`config.mk`:
```
export PLATFORM = sky130hd
export DESIGN_NAME = dfmc_core
export DESIGN_NICKNAME = d
export VERILOG_FILES = /design/src/rtl/dfmc_pkg.sv /design/src/rtl/dfmc_core.sv /design/src/rtl/dfmc_sync.sv /design/src/rtl/dfmc_xfer_decode.sv
export VERILOG_INCLUDE_DIRS = /design/src /design/src/rtl
export SDC_FILE = /design/constraint.sdc
export NUM_CORES = 1
export LEC_CHECK = 0
export CAP_MARGIN = 15
export CORE_ASPECT_RATIO = 0.8
export CORE_UTILIZATION = 25
export CTS_CLUSTER_DIAMETER = 40
export DETAILED_ROUTE_END_ITERATION = 10
export DONT_BUFFER_PORTS = 1
export GPL_TIMING_DRIVEN = 0
export SKIP_CTS_REPAIR_TIMING = 1
export SYNTH_ARGS = -nofsm -noshare
export SYNTH_HDL_FRONTEND = slang
export SYNTH_HIERARCHICAL = 1
export SYNTH_SLANG_ARGS = --single-unit
```
`constraint.sdc`:
```
create_clock -name clk_in -period 4.2 [get_ports clk_in]
set_clock_uncertainty 0.05 [all_clocks]
set_input_delay 0.21 -clock clk_in [delete_from_list [all_inputs] [get_ports clk_in]]
set_output_delay 0.21 -clock clk_in [all_outputs]
set_load 0.005 [all_outputs]
```
`src/rtl/dfmc_regs.svh`:
```
// Constants for the feature and max-address command block.
// Assumes inclusion by the core and decoder design modules only.
`ifndef DFMC_REGS_SVH
`define DFMC_REGS_SVH
// ------------------------------------------------------------
// Command codes
// ------------------------------------------------------------
`define DFMC_CMD_SERVICE      8'hA2
`define DFMC_CMD_SET_FEATURES 8'hEF
`define DFMC_CMD_SET_MAX      8'hF9
`define DFMC_CMD_READ_NATIVE  8'hF8
// ------------------------------------------------------------
// Feature codes
// ------------------------------------------------------------
`define DFMC_FT_WC_ON    8'h02
`define DFMC_FT_XFER     8'h03
`define DFMC_FT_PWR_ON   8'h05
`define DFMC_FT_PUIS_ON  8'h06
`define DFMC_FT_PUIS_SPN 8'h07
`define DFMC_FT_OFS_ON   8'h09
`define DFMC_FT_ACU_ON   8'h42
`define DFMC_FT_ECC40    8'h44
`define DFMC_FT_RLA_OFF  8'h55
`define DFMC_FT_RELI_ON  8'h5D
`define DFMC_FT_REV_OFF  8'h66
`define DFMC_FT_WC_OFF   8'h82
`define DFMC_FT_PWR_OFF  8'h85
`define DFMC_FT_PUIS_OFF 8'h86
`define DFMC_FT_OFS_OFF  8'h89
`define DFMC_FT_RLA_ON   8'hAA
`define DFMC_FT_ECC4     8'hBB
`define DFMC_FT_ACU_OFF  8'hC2
`define DFMC_FT_REV_ON   8'hCC
`define DFMC_FT_RELI_OFF 8'hDD
// ------------------------------------------------------------
// Transfer type selectors (upper five bits) and top modes
// ------------------------------------------------------------
`define DFMC_XT_PIO_DEF  5'b00000
`define DFMC_XT_PIO_FC   5'b00001
`define DFMC_XT_MWDMA    5'b00100
`define DFMC_XT_UDMA     5'b01000
`define DFMC_XM_PIO_MAX  3'b100
`define DFMC_XM_MW_MAX   3'b010
`define DFMC_XM_UD_MAX   3'b101
// ------------------------------------------------------------
// Field positions and reset values
// ------------------------------------------------------------
`define DFMC_ERR_ABT_BIT 2
`define DFMC_STS_BSY_BIT 7
`define DFMC_STS_RDY_BIT 6
`define DFMC_STS_DSC_BIT 4
`define DFMC_STS_ERR_BIT 0
`define DFMC_DH_LBA_BIT  6
`define DFMC_DH_DEV_BIT  4
`define DFMC_SC_NV_BIT   0
`define DFMC_ACU_RST     8'hFE
`define DFMC_PWR_RST     8'h80
`define DFMC_NATIVE_MAX  28'h0FF_FFFF
`define DFMC_SPIN_LOW_PCT 7'd62
`define DFMC_SPIN_FULL_PCT 7'd100
`endif

```
`src/rtl/dfmc_pkg.sv`:
```
// Types for the feature and max-address command block.
// Assumes the constants header sits beside it.
package dfmc_pkg;
   typedef enum logic [1:0]
   {
      DFMC_PWR_IDLE   = 2'b00,
      DFMC_PWR_LPIDLE = 2'b01,
      DFMC_PWR_LOWRPM = 2'b10
   } dfmc_pwr_type;
   typedef enum logic [1:0]
   {
      DFMC_MAX_UNLOCKED = 2'b00,
      DFMC_MAX_LOCKED   = 2'b01,
      DFMC_MAX_FROZEN   = 2'b10
   } dfmc_max_type;
endpackage

```
`src/rtl/dfmc_core.sv`:
```
// Command interpreter for Service, Set Features and Set Max Address.
// Assumes the host writes task-file inputs before the command strobe
// and only while busy is low; pins cross in through four flip-flops.
//
// Functional notes
// - Service resumes released command, drive-select only.
// - Undefined feature code sets abort bit.
// - AAh enables, 55h disables read look-ahead.
// - 05h enables, 85h disables power management.
// - 44h selects 40 ECC bytes, BBh four.
// - Hard reset restores cache, ECC, look-ahead defaults.
// - Transfer selector: five type, three mode bits.
// - PIO default, no-ready, flow-control modes 0-4.
// - Multiword DMA 0-2, Ultra DMA 0-5 accepted.
// - Full reassignment forces write cache off.
// - Power level from sector count; ranges abort.
// - Low idle unloads heads; low RPM 60-65%.
// - Power management off makes idle deepest.
// - Acoustic levels: FF/00-7F abort, else seek.
// - Acoustic settings survive every reset but power-on.
// - F9h sets max only after native read.
// - Beyond new limit aborts; identify reports limit.
// - Offset mode aborts nonvolatile max set.
// - Second nonvolatile set aborts until hard reset.
// - Locked or frozen state aborts max set.
// - Option bit chooses persistent or volatile limit.
// - Locked rejects all but unlock, freeze-lock.
`timescale 1ns/1ns
`include "dfmc_regs.svh"
module dfmc_core
   import dfmc_pkg::*;
(
   input  wire logic        clk_in,
   input  wire logic        rst_b_in,
   input  wire logic        soft_rst_in,
   input  wire logic        por_in,
   input  wire logic        cmd_wr_in,
   input  wire logic [7:0]  cmd_in,
   input  wire logic [7:0]  feature_in,
   input  wire logic [7:0]  sector_count_in,
   input  wire logic [7:0]  sector_number_in,
   input  wire logic [7:0]  cyl_low_in,
   input  wire logic [7:0]  cyl_high_in,
   input  wire logic [7:0]  drive_and_head_select_in,
   input  wire logic        reassign_full_pin_in,
   input  wire logic        access_chk_in,
   input  wire logic [27:0] access_lba_in,
   input  wire logic        released_pending_in,
   output logic [7:0]       error_flags_out,
   output logic [7:0]       status_flags_out,
   output logic [7:0]       drive_and_head_select_out,
   output logic             service_req_out,
   output logic             access_abort_out,
   output logic [27:0]      max_lba_out,
   output logic             write_cache_out,
   output logic             read_ahead_out,
   output logic             ecc40_out,
   output logic             revert_defaults_out,
   output logic             release_irq_out,
   output logic             no_ready_out,
   output logic [7:0]       xfer_mode_out,
   output logic             power_level_control_out,
   output dfmc_pwr_type     deepest_power_out,
   output logic             heads_unload_out,
   output logic [6:0]       spindle_pct_out,
   output logic             acoustic_level_control_out,
   output logic             quiet_seek_out,
   output logic             address_offset_out,
   output logic             standby_powerup_out,
   output dfmc_max_type     max_state_out
);
   logic        reassign_full;
   logic        xfer_valid;
   logic        xfer_no_ready;
   logic        abort_d;
   logic        native_seen_q;
   logic        nv_done_q;
   logic        wc_req_q;
   logic        is_lba;
   logic [27:0] req_lba;
   logic        fe_cmd;
   logic        max_cmd;
   logic        max_set;
   logic [7:0]  sc;
   // ---------------------------------------------------------
   // Helpers
   // ---------------------------------------------------------
   dfmc_sync u_sync
   (
      .clk_in    (clk_in),
      .rst_b_in  (rst_b_in),
      .pin_in    (reassign_full_pin_in),
      .level_out (reassign_full)
   );
   dfmc_xfer_decode u_xfer
   (
      .sel_in       (sector_count_in),
      .valid_out    (xfer_valid),
      .no_ready_out (xfer_no_ready)
   );
   // Command decode and requested address
   assign sc      = sector_count_in;
   assign fe_cmd  = cmd_wr_in && (cmd_in == `DFMC_CMD_SET_FEATURES);
   assign max_cmd = cmd_wr_in && (cmd_in == `DFMC_CMD_SET_MAX);
   assign max_set = max_cmd && native_seen_q;
   assign is_lba  = drive_and_head_select_in[`DFMC_DH_LBA_BIT];
   // LBA bytes from address registers, CHS takes cylinder and head
   assign req_lba = is_lba ?
      {drive_and_head_select_in[3:0], cyl_high_in, cyl_low_in, sector_number_in} :
      {drive_and_head_select_in[3:0], cyl_high_in, cyl_low_in, 8'h00};
   // ---------------------------------------------------------
   // Abort decision for the command being taken
   // ---------------------------------------------------------
   always_comb
   begin
      abort_d = 1'b0;
      if (fe_cmd)
      begin
         unique case (feature_in)
            `DFMC_FT_XFER:   abort_d = !xfer_valid;
            `DFMC_FT_PWR_ON: abort_d = (sc >= 8'hC0) || (sc <= 8'h3F);
            `DFMC_FT_ACU_ON: abort_d = (sc == 8'hFF) || (sc <= 8'h7F);
            `DFMC_FT_WC_ON, `DFMC_FT_PUIS_ON, `DFMC_FT_PUIS_SPN, `DFMC_FT_OFS_ON,
            `DFMC_FT_ECC40, `DFMC_FT_RLA_OFF, `DFMC_FT_RELI_ON, `DFMC_FT_REV_OFF,
            `DFMC_FT_WC_OFF, `DFMC_FT_PWR_OFF, `DFMC_FT_PUIS_OFF, `DFMC_FT_OFS_OFF,
            `DFMC_FT_RLA_ON, `DFMC_FT_ECC4, `DFMC_FT_ACU_OFF, `DFMC_FT_REV_ON,
            `DFMC_FT_RELI_OFF: abort_d = 1'b0;
            default:         abort_d = 1'b1;
         endcase
      end
      else if (max_set)
      begin
         if (max_state_out != DFMC_MAX_UNLOCKED)
            abort_d = 1'b1;
         else if (sc[`DFMC_SC_NV_BIT] && (address_offset_out || nv_done_q))
            abort_d = 1'b1;
         else if (req_lba > `DFMC_NATIVE_MAX)
            abort_d = 1'b1;
      end
      else if (max_cmd)
      begin
         unique case (feature_in)
            8'h01, 8'h02: abort_d = (max_state_out != DFMC_MAX_UNLOCKED);
            8'h03:        abort_d = (max_state_out == DFMC_MAX_FROZEN);
            8'h04:        abort_d = (max_state_out == DFMC_MAX_FROZEN);
            default:      abort_d = 1'b1;
         endcase
      end
      else if (cmd_wr_in && (cmd_in == `DFMC_CMD_SERVICE))
         abort_d = !released_pending_in;
   end
   // ---------------------------------------------------------
   // Error and status registers, drive select echo
   // ---------------------------------------------------------
   always_ff @(posedge clk_in or negedge rst_b_in)
   begin
      if (!rst_b_in)
      begin
         error_flags_out  <= 8'h00;
         status_flags_out <= 8'h50;
      end
      else if (cmd_wr_in)
      begin
         error_flags_out <= 8'h00;
         error_flags_out[`DFMC_ERR_ABT_BIT] <= abort_d;
         status_flags_out <= 8'h50;
         status_flags_out[`DFMC_STS_ERR_BIT] <= abort_d;
      end
   end
   // Only the drive-select bit is taken for Service
   always_ff @(posedge clk_in or negedge rst_b_in)
   begin
      if (!rst_b_in)
         drive_and_head_select_out <= 8'h00;
      else if (cmd_wr_in && (cmd_in == `DFMC_CMD_SERVICE))
         drive_and_head_select_out <= {3'b000, drive_and_head_select_in[`DFMC_DH_DEV_BIT], 4'h0};
      else if (max_set && !abort_d)
         drive_and_head_select_out <= {4'h0, req_lba[27:24]};
   end
   // One-cycle request to resume the released command
   always_ff @(posedge clk_in or negedge rst_b_in)
   begin
      if (!rst_b_in)
         service_req_out <= 1'b0;
      else
         service_req_out <= cmd_wr_in && (cmd_in == `DFMC_CMD_SERVICE) && released_pending_in;
   end
   // ---------------------------------------------------------
   // Features restored at hard reset; cache, ECC and look-ahead also at soft reset unless kept
   // ---------------------------------------------------------
   always_ff @(posedge clk_in or negedge rst_b_in)
   begin
      if (!rst_b_in)
      begin
         wc_req_q            <= 1'b1;
         ecc40_out           <= 1'b0;
         read_ahead_out      <= 1'b1;
         revert_defaults_out <= 1'b0;
         release_irq_out     <= 1'b0;
         no_ready_out        <= 1'b0;
         xfer_mode_out       <= 8'h00;
         address_offset_out  <= 1'b0;
         standby_powerup_out <= 1'b0;
      end
      else if (soft_rst_in && revert_defaults_out)
      begin
         wc_req_q       <= 1'b1;
         ecc40_out      <= 1'b0;
         read_ahead_out <= 1'b1;
      end
      else if (fe_cmd && !abort_d)
      begin
         unique case (feature_in)
            `DFMC_FT_WC_ON:    wc_req_q            <= 1'b1;
            `DFMC_FT_WC_OFF:   wc_req_q            <= 1'b0;
            `DFMC_FT_RLA_ON:   read_ahead_out      <= 1'b1;
            `DFMC_FT_RLA_OFF:  read_ahead_out      <= 1'b0;
            `DFMC_FT_ECC40:    ecc40_out           <= 1'b1;
            `DFMC_FT_ECC4:     ecc40_out           <= 1'b0;
            `DFMC_FT_REV_ON:   revert_defaults_out <= 1'b1;
            `DFMC_FT_REV_OFF:  revert_defaults_out <= 1'b0;
            `DFMC_FT_RELI_ON:  release_irq_out     <= 1'b1;
            `DFMC_FT_RELI_OFF: release_irq_out     <= 1'b0;
            `DFMC_FT_OFS_ON:   address_offset_out  <= 1'b1;
            `DFMC_FT_OFS_OFF:  address_offset_out  <= 1'b0;
            `DFMC_FT_PUIS_ON:  standby_powerup_out <= 1'b1;
            `DFMC_FT_PUIS_OFF: standby_powerup_out <= 1'b0;
            `DFMC_FT_XFER:
            begin
               xfer_mode_out <= sc;
               no_ready_out  <= xfer_no_ready;
            end
            default: ;
         endcase
      end
   end
   // Reassignment exhaustion overrides the cache request
   assign write_cache_out = wc_req_q && !reassign_full;
   // ---------------------------------------------------------
   // Advanced power management
   // ---------------------------------------------------------
   always_ff @(posedge clk_in or negedge rst_b_in)
   begin
      if (!rst_b_in)
      begin
         power_level_control_out <= 1'b0;
         deepest_power_out       <= DFMC_PWR_IDLE;
      end
      else if (fe_cmd && !abort_d && (feature_in == `DFMC_FT_PWR_ON))
      begin
         power_level_control_out <= 1'b1;
         deepest_power_out <= sc[7] ? DFMC_PWR_LPIDLE : DFMC_PWR_LOWRPM;
      end
      else if (fe_cmd && (feature_in == `DFMC_FT_PWR_OFF))
      begin
         power_level_control_out <= 1'b0;
         deepest_power_out       <= DFMC_PWR_IDLE;
      end
   end
   // Head and spindle targets for the deepest saving state
   assign heads_unload_out = (deepest_power_out != DFMC_PWR_IDLE);
   assign spindle_pct_out  = (deepest_power_out == DFMC_PWR_LOWRPM) ?
                             `DFMC_SPIN_LOW_PCT : `DFMC_SPIN_FULL_PCT;
   // ---------------------------------------------------------
   // Acoustic management, kept through every reset but power-on
   // ---------------------------------------------------------
   logic [7:0] acu_level_q;
   always_ff @(posedge clk_in)
   begin
      if (por_in)
      begin
         acoustic_level_control_out <= 1'b0;
         acu_level_q                <= `DFMC_ACU_RST;
      end
      else if (fe_cmd && !abort_d && (feature_in == `DFMC_FT_ACU_ON))
      begin
         acoustic_level_control_out <= 1'b1;
         acu_level_q                <= sc;
      end
      else if (fe_cmd && (feature_in == `DFMC_FT_ACU_OFF))
         acoustic_level_control_out <= 1'b0;
   end
   // Quiet seek for levels 80-BF while enabled
   assign quiet_seek_out = acoustic_level_control_out && (acu_level_q < 8'hC0);
   // ---------------------------------------------------------
   // Max address limit: nonvolatile copy survives power-on
   // ---------------------------------------------------------
   logic [27:0] nv_max_q;
   always_ff @(posedge clk_in)
   begin
      if (max_set && !abort_d && sc[`DFMC_SC_NV_BIT])
         nv_max_q <= req_lba;
      else if (por_in && (nv_max_q > `DFMC_NATIVE_MAX))
         nv_max_q <= `DFMC_NATIVE_MAX;
   end
   // Power-on reloads the persistent limit, dropping volatile ones
   always_ff @(posedge clk_in)
   begin
      if (por_in)
         max_lba_out <= (nv_max_q > `DFMC_NATIVE_MAX) ? `DFMC_NATIVE_MAX : nv_max_q;
      else if (max_set && !abort_d)
         max_lba_out <= req_lba;
   end
   // Accesses past the limit are aborted
   assign access_abort_out = access_chk_in && (access_lba_in > max_lba_out);
   // One nonvolatile set per hard reset
   always_ff @(posedge clk_in or negedge rst_b_in)
   begin
      if (!rst_b_in)
         nv_done_q <= 1'b0;
      else if (max_set && !abort_d && sc[`DFMC_SC_NV_BIT])
         nv_done_q <= 1'b1;
   end
   // Remember a preceding read-native-max command
   always_ff @(posedge clk_in or negedge rst_b_in)
   begin
      if (!rst_b_in)
         native_seen_q <= 1'b0;
      else if (cmd_wr_in)
         native_seen_q <= (cmd_in == `DFMC_CMD_READ_NATIVE);
   end
   // Security extension state
   always_ff @(posedge clk_in or negedge rst_b_in)
   begin
      if (!rst_b_in)
         max_state_out <= DFMC_MAX_UNLOCKED;
      else if (max_cmd && !max_set && !abort_d)
      begin
         unique case (feature_in)
            8'h02:   max_state_out <= DFMC_MAX_LOCKED;
            8'h03:   max_state_out <= DFMC_MAX_UNLOCKED;
            8'h04:   max_state_out <= DFMC_MAX_FROZEN;
            default: ;
         endcase
      end
   end
endmodule

```
`src/rtl/dfmc_sync.sv`:
```
// Three-stage synchroniser with agreement filter for pin inputs.
// Assumes one clock; output changes once stages two and three agree.
`timescale 1ns/1ns
module dfmc_sync
   import dfmc_pkg::*;
(
   input  wire logic clk_in,
   input  wire logic rst_b_in,
   input  wire logic pin_in,
   output logic      level_out
);
   logic s1_q;
   logic s2_q;
   logic s3_q;
   // ---------------------------------------------------------
   // Synchroniser chain
   // ---------------------------------------------------------
   always_ff @(posedge clk_in or negedge rst_b_in)
   begin
      if (!rst_b_in)
      begin
         s1_q <= 1'b0;
         s2_q <= 1'b0;
         s3_q <= 1'b0;
      end
      else
      begin
         s1_q <= pin_in;
         s2_q <= s1_q;
         s3_q <= s2_q;
      end
   end
   // Take the value only when the last two stages agree
   always_ff @(posedge clk_in or negedge rst_b_in)
   begin
      if (!rst_b_in)
         level_out <= 1'b0;
      else if (s2_q == s3_q)
         level_out <= s3_q;
   end
endmodule

```
`src/rtl/dfmc_xfer_decode.sv`:
```
// Decoder for the transfer-mode selector in the sector count.
// Assumes a stable selector; purely combinational.
`timescale 1ns/1ns
`include "dfmc_regs.svh"
module dfmc_xfer_decode
   import dfmc_pkg::*;
(
   input  wire logic [7:0] sel_in,
   output logic            valid_out,
   output logic            no_ready_out
);
   logic [4:0] xtype;
   logic [2:0] xmode;
   // Split selector into type and mode number
   assign xtype = sel_in[7:3];
   assign xmode = sel_in[2:0];
   // Check the mode number against each type's range
   always_comb
   begin
      valid_out    = 1'b0;
      no_ready_out = 1'b0;
      unique case (xtype)
         `DFMC_XT_PIO_DEF:
         begin
            valid_out    = (xmode <= 3'b001);
            no_ready_out = (xmode == 3'b001);
         end
         `DFMC_XT_PIO_FC: valid_out = (xmode <= `DFMC_XM_PIO_MAX);
         `DFMC_XT_MWDMA:  valid_out = (xmode <= `DFMC_XM_MW_MAX);
         `DFMC_XT_UDMA:   valid_out = (xmode <= `DFMC_XM_UD_MAX);
         default:         valid_out = 1'b0;
      endcase
   end
endmodule

```
==> results of run 1 <==
cells by family after synthesis:
group	count (synthesis)	synth area share, %
flip-flops	93	48.4
other	2	0.140
buffers and inverters	88	8.17
AO/OA/AOI/OAI	76	9.87
adder cells (fa/ha/maj)	32	7.44
multiplexers	36	7.05
AND/OR/NAND/NOR	177	18.9
routing by layer:
metal | up-vias | part of all wire, % | track usage [%]
li1 | 1930 | - | -
met1 | 1928 | 43 | 17.4
met2 | 181 | 45 | 21.8
met3 | 10 | 11 | 7.33
met4 | 2 | 0.62 | 2.49
met5 | - | 0.11 | 0
path summary, 6_finish.rpt:
kind                                             start                           end  slack, ns  depth (start not counted)
hold reg to reg                            u_sync/s1_q                   u_sync/s2_q       0.30                          0
setup reg to reg                      max_state_out[0]               max_lba_out[11]       1.06                          7
min in group asynchronous                     rst_b_in               service_req_out       0.26                          2
max in group asynchronous                     rst_b_in                read_ahead_out       3.59                          2
hold / removal             drive_and_head_select_in[4]  drive_and_head_select_out[4]     -0.004                          2
setup / recovery                      max_state_out[0]               max_lba_out[11]       1.06                          7
placed cells by master (no fill, tap or decap), types with 3 or more instances in the layout:
cell type	Yosys	routed
conb_1	2	24
dfrtp_1	32	32
nand3_1	8	8
nor2b_1	10	10
clkbuf_1	16	16
or4_1	3	3
nand2b_1	9	9
nor3_1	10	10
o211ai_1	9	9
o21ai_0	11	10
dlygate4sd3_1	0	28
a21o_1	8	8
buf_2	5	5
and3_1	4	4
ha_1	31	31
o21bai_1	3	3
a2111oi_0	3	3
or3_1	3	3
or2_2	4	4
a21oi_1	19	19
mux2_2	12	12
nor2_1	17	17
buf_4	25	25
inv_1	41	41
nor4_1	10	9
a31oi_1	3	3
edfxtp_1	56	56
nand2_1	51	51
dfxtp_1	3	3
nand4b_1	19	19
mux2i_1	22	22
nand4_1	15	15
clkbuf_16	0	10
o21a_1	3	3
layout make-up:
cell class | count | area (µm²)
Buffer | 47 | 284
Fill cell | 2158 | 14400
Tap cell | 269 | 337
Clock inverter | 6 | 51.3
Inverter | 41 | 154
Multi-Input combinational cell | 345 | 2440
Sequential cell | 93 | 2590
Clock buffer | 10 | 250
Timing Repair Buffer | 32 | 353
synthesized netlist by cell type, drive strengths merged (2+ instances only):
cell type	count
a21o	9
nor4	10
or4b	2
or4	4
a21boi	2
o21ai	12
o41ai	2
nand4	16
nand2	51
dfstp	2
inv	41
edfxtp	56
nand2b	9
a211oi	2
mux2i	22
nor2	18
o21a	3
o21bai	3
nand4b	19
a311oi	2
mux2	14
nand3b	2
a21oi	19
nor2b	10
and2	2
clkbuf	16
dfxtp	3
and3	4
nand3	8
a31oi	3
or2	4
o211ai	9
nor3	11
dfrtp	32
a2111oi	3
ha	31
buf	31
conb	2
or3	3
stage by stage:
step / total power, mW / area, µm² / hold slack [ns]
6_report: 2.05 / 6460 / -0.00437
5_1_grt: 2.15 / 6460 / 0.00555
4_1_cts: 2.05 / 6150 / -0.530
3_5_place_dp: 1.21 / 5850 / -0.135
3_3_place_gp: 1.20 / 5780 / -0.135
2_1_floorplan: 1.16 / 5440 / -0.136
state kept, by name, summed over array words and instances (netlist names), 2 cells and up:
register and flops:
drive_and_head_select_out 5, acu_level_q 2, max_lba_out 28, xfer_mode_out 8
deepest_power_out 2, max_state_out 2, nv_max_q 28
critical path, delay by kind of cell (launching register included):
family	cells	cell delay [ns]
AOI/OAI and AO/OA	4	1.06
and+or+nand+nor	2	0.97
DFF	1	0.50
buffers and inverters	1	0.23
power by group through the flow:
stage / clock (mW) / combinational (mW) / sequential, mW
after floorplan: 0 / 0.135 / 1.02
after global placement: 0 / 0.173 / 1.03
after detailed placement: 0 / 0.183 / 1.03
after CTS: 0.864 / 0.184 / 1.01
after global routing: 0.904 / 0.240 / 1.01
final: 0.835 / 0.214 / 1.01
==> results.sh, run 1 <==
export IMPL_status="complete, but fails checks"
export IMPL_failed_checks="DRC, hold timing"
export IMPL_final_setup_tns_ns=0
export IMPL_placed_cells=797
export IMPL_gp_congestion=0.892
export IMPL_combPwrFrac_pct=10.4
export IMPL_p_leak_nw=2.72
export IMPL_p_clk_share_pct=40.6
export IMPL_drc=13
export IMPL_setup_slack_ns=1.06
export IMPL_rsz0062_at_grt="no"
export IMPL_fmax_mhz=319
export IMPL_syn_inst=504
export IMPL_power_density_nw_per_um2=318
export IMPL_clk_pin_slew_worst_paths_ns=0.08
export IMPL_wl_per_cell_um=18.5
export IMPL_crit_arrival_ns=3.14
export IMPL_ys_seq_area_share_pct=48.4
export IMPL_hpwl_um=11900
export IMPL_grt_pass1_wl_um=23000
export IMPL_grt_ovfl_total=0
export IMPL_worstPathCellList="or4_1 > nor3_1 > a21boi_0 > a211oi_2 > a21o_2 > a21o_1 > buf_16"
export IMPL_n_antenna_cell=0
export IMPL_vias=4051
export IMPL_cp_start_kind="flop"
export IMPL_ys_warn_count=6
export IMPL_critical_path_max_fanout=20
export IMPL_p_int_mw=1.53
export IMPL_synthTopCellsByArea="edfxtp_1 (31%), dfrtp_1 (15%), ha_1 (7.2%)"
export IMPL_hold_violations=1
export IMPL_synth_distinct_cells=61
export IMPL_drv_cap=0
export IMPL_num_rows=47
export IMPL_synth_flop_cell="edfxtp_1"
export IMPL_ir_drop_uv=170
export IMPL_ant_nets=0
export IMPL_synth_top_area_share_pct=31.4
export IMPL_area_growth_pct=20.5
export IMPL_viasPerCell=4.81
export IMPL_period_needed_ns=3.14
export IMPL_p_seq_share_pct=49.0
export IMPL_netlist_area_um2=5360
export IMPL_clk_path_buf_depth=2
export IMPL_layout_cells_non_filler=843
export IMPL_core_um2=20900
export IMPL_hold_slack_ns=-0.00437
export IMPL_grt_pass1_vias=3848
export IMPL_crit_path_top_delay_cell="or4_1"
export IMPL_dieArea_um2=22000
export IMPL_slew_viol_final=0
export IMPL_htree_num_levels=3
export IMPL_drt_iter0_drc=303
export IMPL_switchingPower_mw=0.519
export IMPL_setup_viol=0
export IMPL_die_height_um=133
export IMPL_cts_tree="done"
export IMPL_numCtsBuffers=9
export IMPL_start_util_pct=25.7
export IMPL_synth_avg_cell_area_um2=10.6
export IMPL_antenna_found_initial=2
export IMPL_tightest_slew_ns=0.937
export IMPL_top_level_ports=177
export IMPL_yosysTopAreaCell="edfxtp_1"
export IMPL_final_util_pct=30.9
export IMPL_clock_latency_ns=0.35
export IMPL_crit_path_end_kind="flop"
export IMPL_first_pass_iters=8
export IMPL_switching_share_pct=25.3
export IMPL_drive_gt1_share_pct=14.3
export IMPL_cts_sinks=93
export IMPL_grt_use_total_pct=14.0
export IMPL_grt_start_max_net_pins=35
export IMPL_synth_edf_count=56
export IMPL_hold_class="in -> reg"
export IMPL_cp_required_ns=4.20
export IMPL_fin_crit_sh_pct=74.7
export IMPL_async_flop_share_pct=36.6
export IMPL_wl_um=15600
export IMPL_root_buffer="clkbuf_16"
export IMPL_crit_type="reg -> reg"
export IMPL_final_nets=692
export IMPL_max_stage_delay_ns=0.51
export IMPL_dp_slack_ns=1.06
export IMPL_ys_seq_elements=93
export IMPL_portBuffers=0
export IMPL_relSlewSlack_pct=37.0
export IMPL_die_width_um=166
(Power assumes the default switching activity.)
==> run 2: changes to the inputs <==
Clock period 4.2 ns to 3.2 ns, I/O delays scaled along.
==> run 2 against run 1 <==
Against the previous run:
- the run still ends with DRC, hold timing left
- utilization increased by 0.31 points
- highest routed layer is now met4
- flip-flop and latch count unchanged
- critical path type unchanged
- clock power is 29% higher
- critical path depth is the same
- critical endpoint is now nv_max_q[15]
- combinational power grew 36%
- global-route usage is 0.36 points lower
==> results.sh, run 2 (synthesis gave the netlist of run 1 again) <==
export IMPL_vias=3963
export IMPL_root_buffer="clkbuf_16"
export IMPL_first_pass_iters=10
export IMPL_num_rows=47
export IMPL_grt_use_total_pct=13.7
export IMPL_fin_crit_sh_pct=89.7
export IMPL_p_int_mw=1.99
export IMPL_drc=13
export IMPL_cp_top_family="compound AO/OA/AOI/OAI gates"
export IMPL_switching_share_pct=26.3
export IMPL_cts_tree="done"
export IMPL_final_nets=699
export IMPL_hpwl_um=11700
export IMPL_grt_pass1_wl_um=22300
export IMPL_p_clk_share_pct=40.2
export IMPL_crit_path_top_delay_cell="or4_1"
export IMPL_crit_path_end_kind="flop"
export IMPL_dieArea_um2=22000
export IMPL_met1_length_um=7210
export IMPL_switchingPower_mw=0.710
export IMPL_clk_pin_slew_worst_paths_ns=0.07
export IMPL_slew_viol_final=0
export IMPL_clock_latency_ns=0.35
export IMPL_clk_path_buf_depth=2
export IMPL_routed_top_layer="met4"
export IMPL_die_height_um=133
export IMPL_critical_path_max_fanout=19
export IMPL_drive_gt1_share_pct=14.1
export IMPL_mostFrequentLayoutCells="edfxtp_1 (56), nand2_1 (51), inv_1 (41)"
export IMPL_hold_violations=1
export IMPL_cp_required_ns=3.21
export IMPL_crit_type="reg -> reg"
export IMPL_n_antenna_cell=0
export IMPL_hold_slack_ns=-0.00551
export IMPL_p_leak_nw=2.75
export IMPL_p_seq_share_pct=49.0
export IMPL_power_density_nw_per_um2=413
export IMPL_layout_cells_non_filler=850
export IMPL_numCtsBuffers=9
export IMPL_relSlewSlack_pct=38.1
export IMPL_cp_start_kind="flop"
export IMPL_rsz0062_at_grt="no"
export IMPL_ant_nets=0
export IMPL_drt_iter0_drc=362
export IMPL_combPwrFrac_pct=10.8
export IMPL_drv_cap=0
export IMPL_ir_drop_uv=216
export IMPL_core_um2=20900
export IMPL_failed_checks="DRC, hold timing"
export IMPL_area_growth_pct=21.7
export IMPL_portBuffers=0
export IMPL_fillers=2124
export IMPL_dr_wl_met2_um=6670
export IMPL_gp_congestion=0.877
export IMPL_wl_per_cell_um=17.7
export IMPL_hold_class="in -> reg"
export IMPL_start_util_pct=25.7
export IMPL_placed_cells=798
export IMPL_grt_start_max_net_pins=35
export IMPL_rr_worst_depth=7
export IMPL_crit_arrival_ns=2.88
export IMPL_path_depth=7
export IMPL_dp_slack_ns=-0.230
export IMPL_post_route_cell_area_um2=6520
export IMPL_viasPerCell=4.66
export IMPL_setup_viol=0
export IMPL_ff2ff_setup_slack_ns=0.33
export IMPL_hold_path_depth=1
export IMPL_path_buf_inv=1
export IMPL_htree_num_levels=3
export IMPL_tightest_slew_ns=0.918
export IMPL_grt_pass1_vias=3667
export IMPL_place_area_um2=5830
export IMPL_wl_um=15000
export IMPL_period_needed_ns=2.87
export IMPL_reg_top3="max_lba_out: 28 flops, nv_max_q: 28 flops, xfer_mode_out: 8 flops"
export IMPL_cts_sinks=93
export IMPL_worstPathCellList="or4_1 > nor3_1 > a21boi_0 > a211oi_2 > a21oi_1 > o21ai_4 > buf_16"
export IMPL_setup_slack_ns=0.329
export IMPL_max_stage_delay_ns=0.52
export IMPL_fmax_mhz=348
export IMPL_wl_met3_um=988
export IMPL_top_level_ports=177
export IMPL_status="complete, but fails checks"
export IMPL_die_width_um=166
export IMPL_antenna_found_initial=0
export IMPL_layout_commonest_cell="edfxtp_1"
export IMPL_grt_ovfl_total=0
-- run 2: cell types whose count changed in the layout (fill, tap and decap cells not counted), sizes merged --
cell | before | now
dlygate4sd3 | 28 | 34
buf | 34 | 36
clkbuf | 27 | 25
clkinv | 1 | 3
clkinvlp | 1 | 0
-- run 2: through the flow --
step	total power [mW]	hold WS, ns	TNS [ns]	utilization, %
after global routing	2.82	0.00905	0	31.2
after CTS	2.69	-0.571	-7.18	29.4
after global placement	1.58	-0.185	-16.33	27.7
after floorplan	1.52	-0.186	0	-
after detailed placement	1.58	-0.185	-6.38	27.9
final	2.70	-0.00551	0	31.2
-- run 2: worst paths after layout --
kind,startpoint,to
setup / recovery,max_state_out[1],nv_max_q[15]
hold / removal,drive_and_head_select_in[1],max_lba_out[25]
setup reg to reg,max_state_out[1],nv_max_q[15]
hold reg to reg,u_sync/s1_q,u_sync/s2_q
max in group asynchronous,rst_b_in,wc_req_q
min in group asynchronous,rst_b_in,power_level_control_out
-- run 2: power by group through the flow --
stage / logic (mW) / clock network (mW) / registers (mW)
after detailed placement: 0.236 / 0 / 1.35
after global placement: 0.227 / 0 / 1.35
after global routing: 0.327 / 1.17 / 1.32
final: 0.290 / 1.08 / 1.32
after floorplan: 0.178 / 0 / 1.34
after CTS: 0.237 / 1.13 / 1.32
-- run 2: cell type report --
type	instances	area (µm²)	area share, %
repair buffers	39	425	6.52
clock inverters	7	73.8	1.13
plain buffers	47	284	4.35
multi-input cells	345	2430	37.2
inverters	41	154	2.36
flip-flops and latches	93	2590	39.8
clock buffers	9	225	3.45
well taps	269	337	5.16
-- run 2: metal layers --
layer	global-route usage, %	vias up
met5	0	-
met3	3.77	12
met1	19.1	1851
met4	4.67	0
li1	-	1940
met2	20.2	160
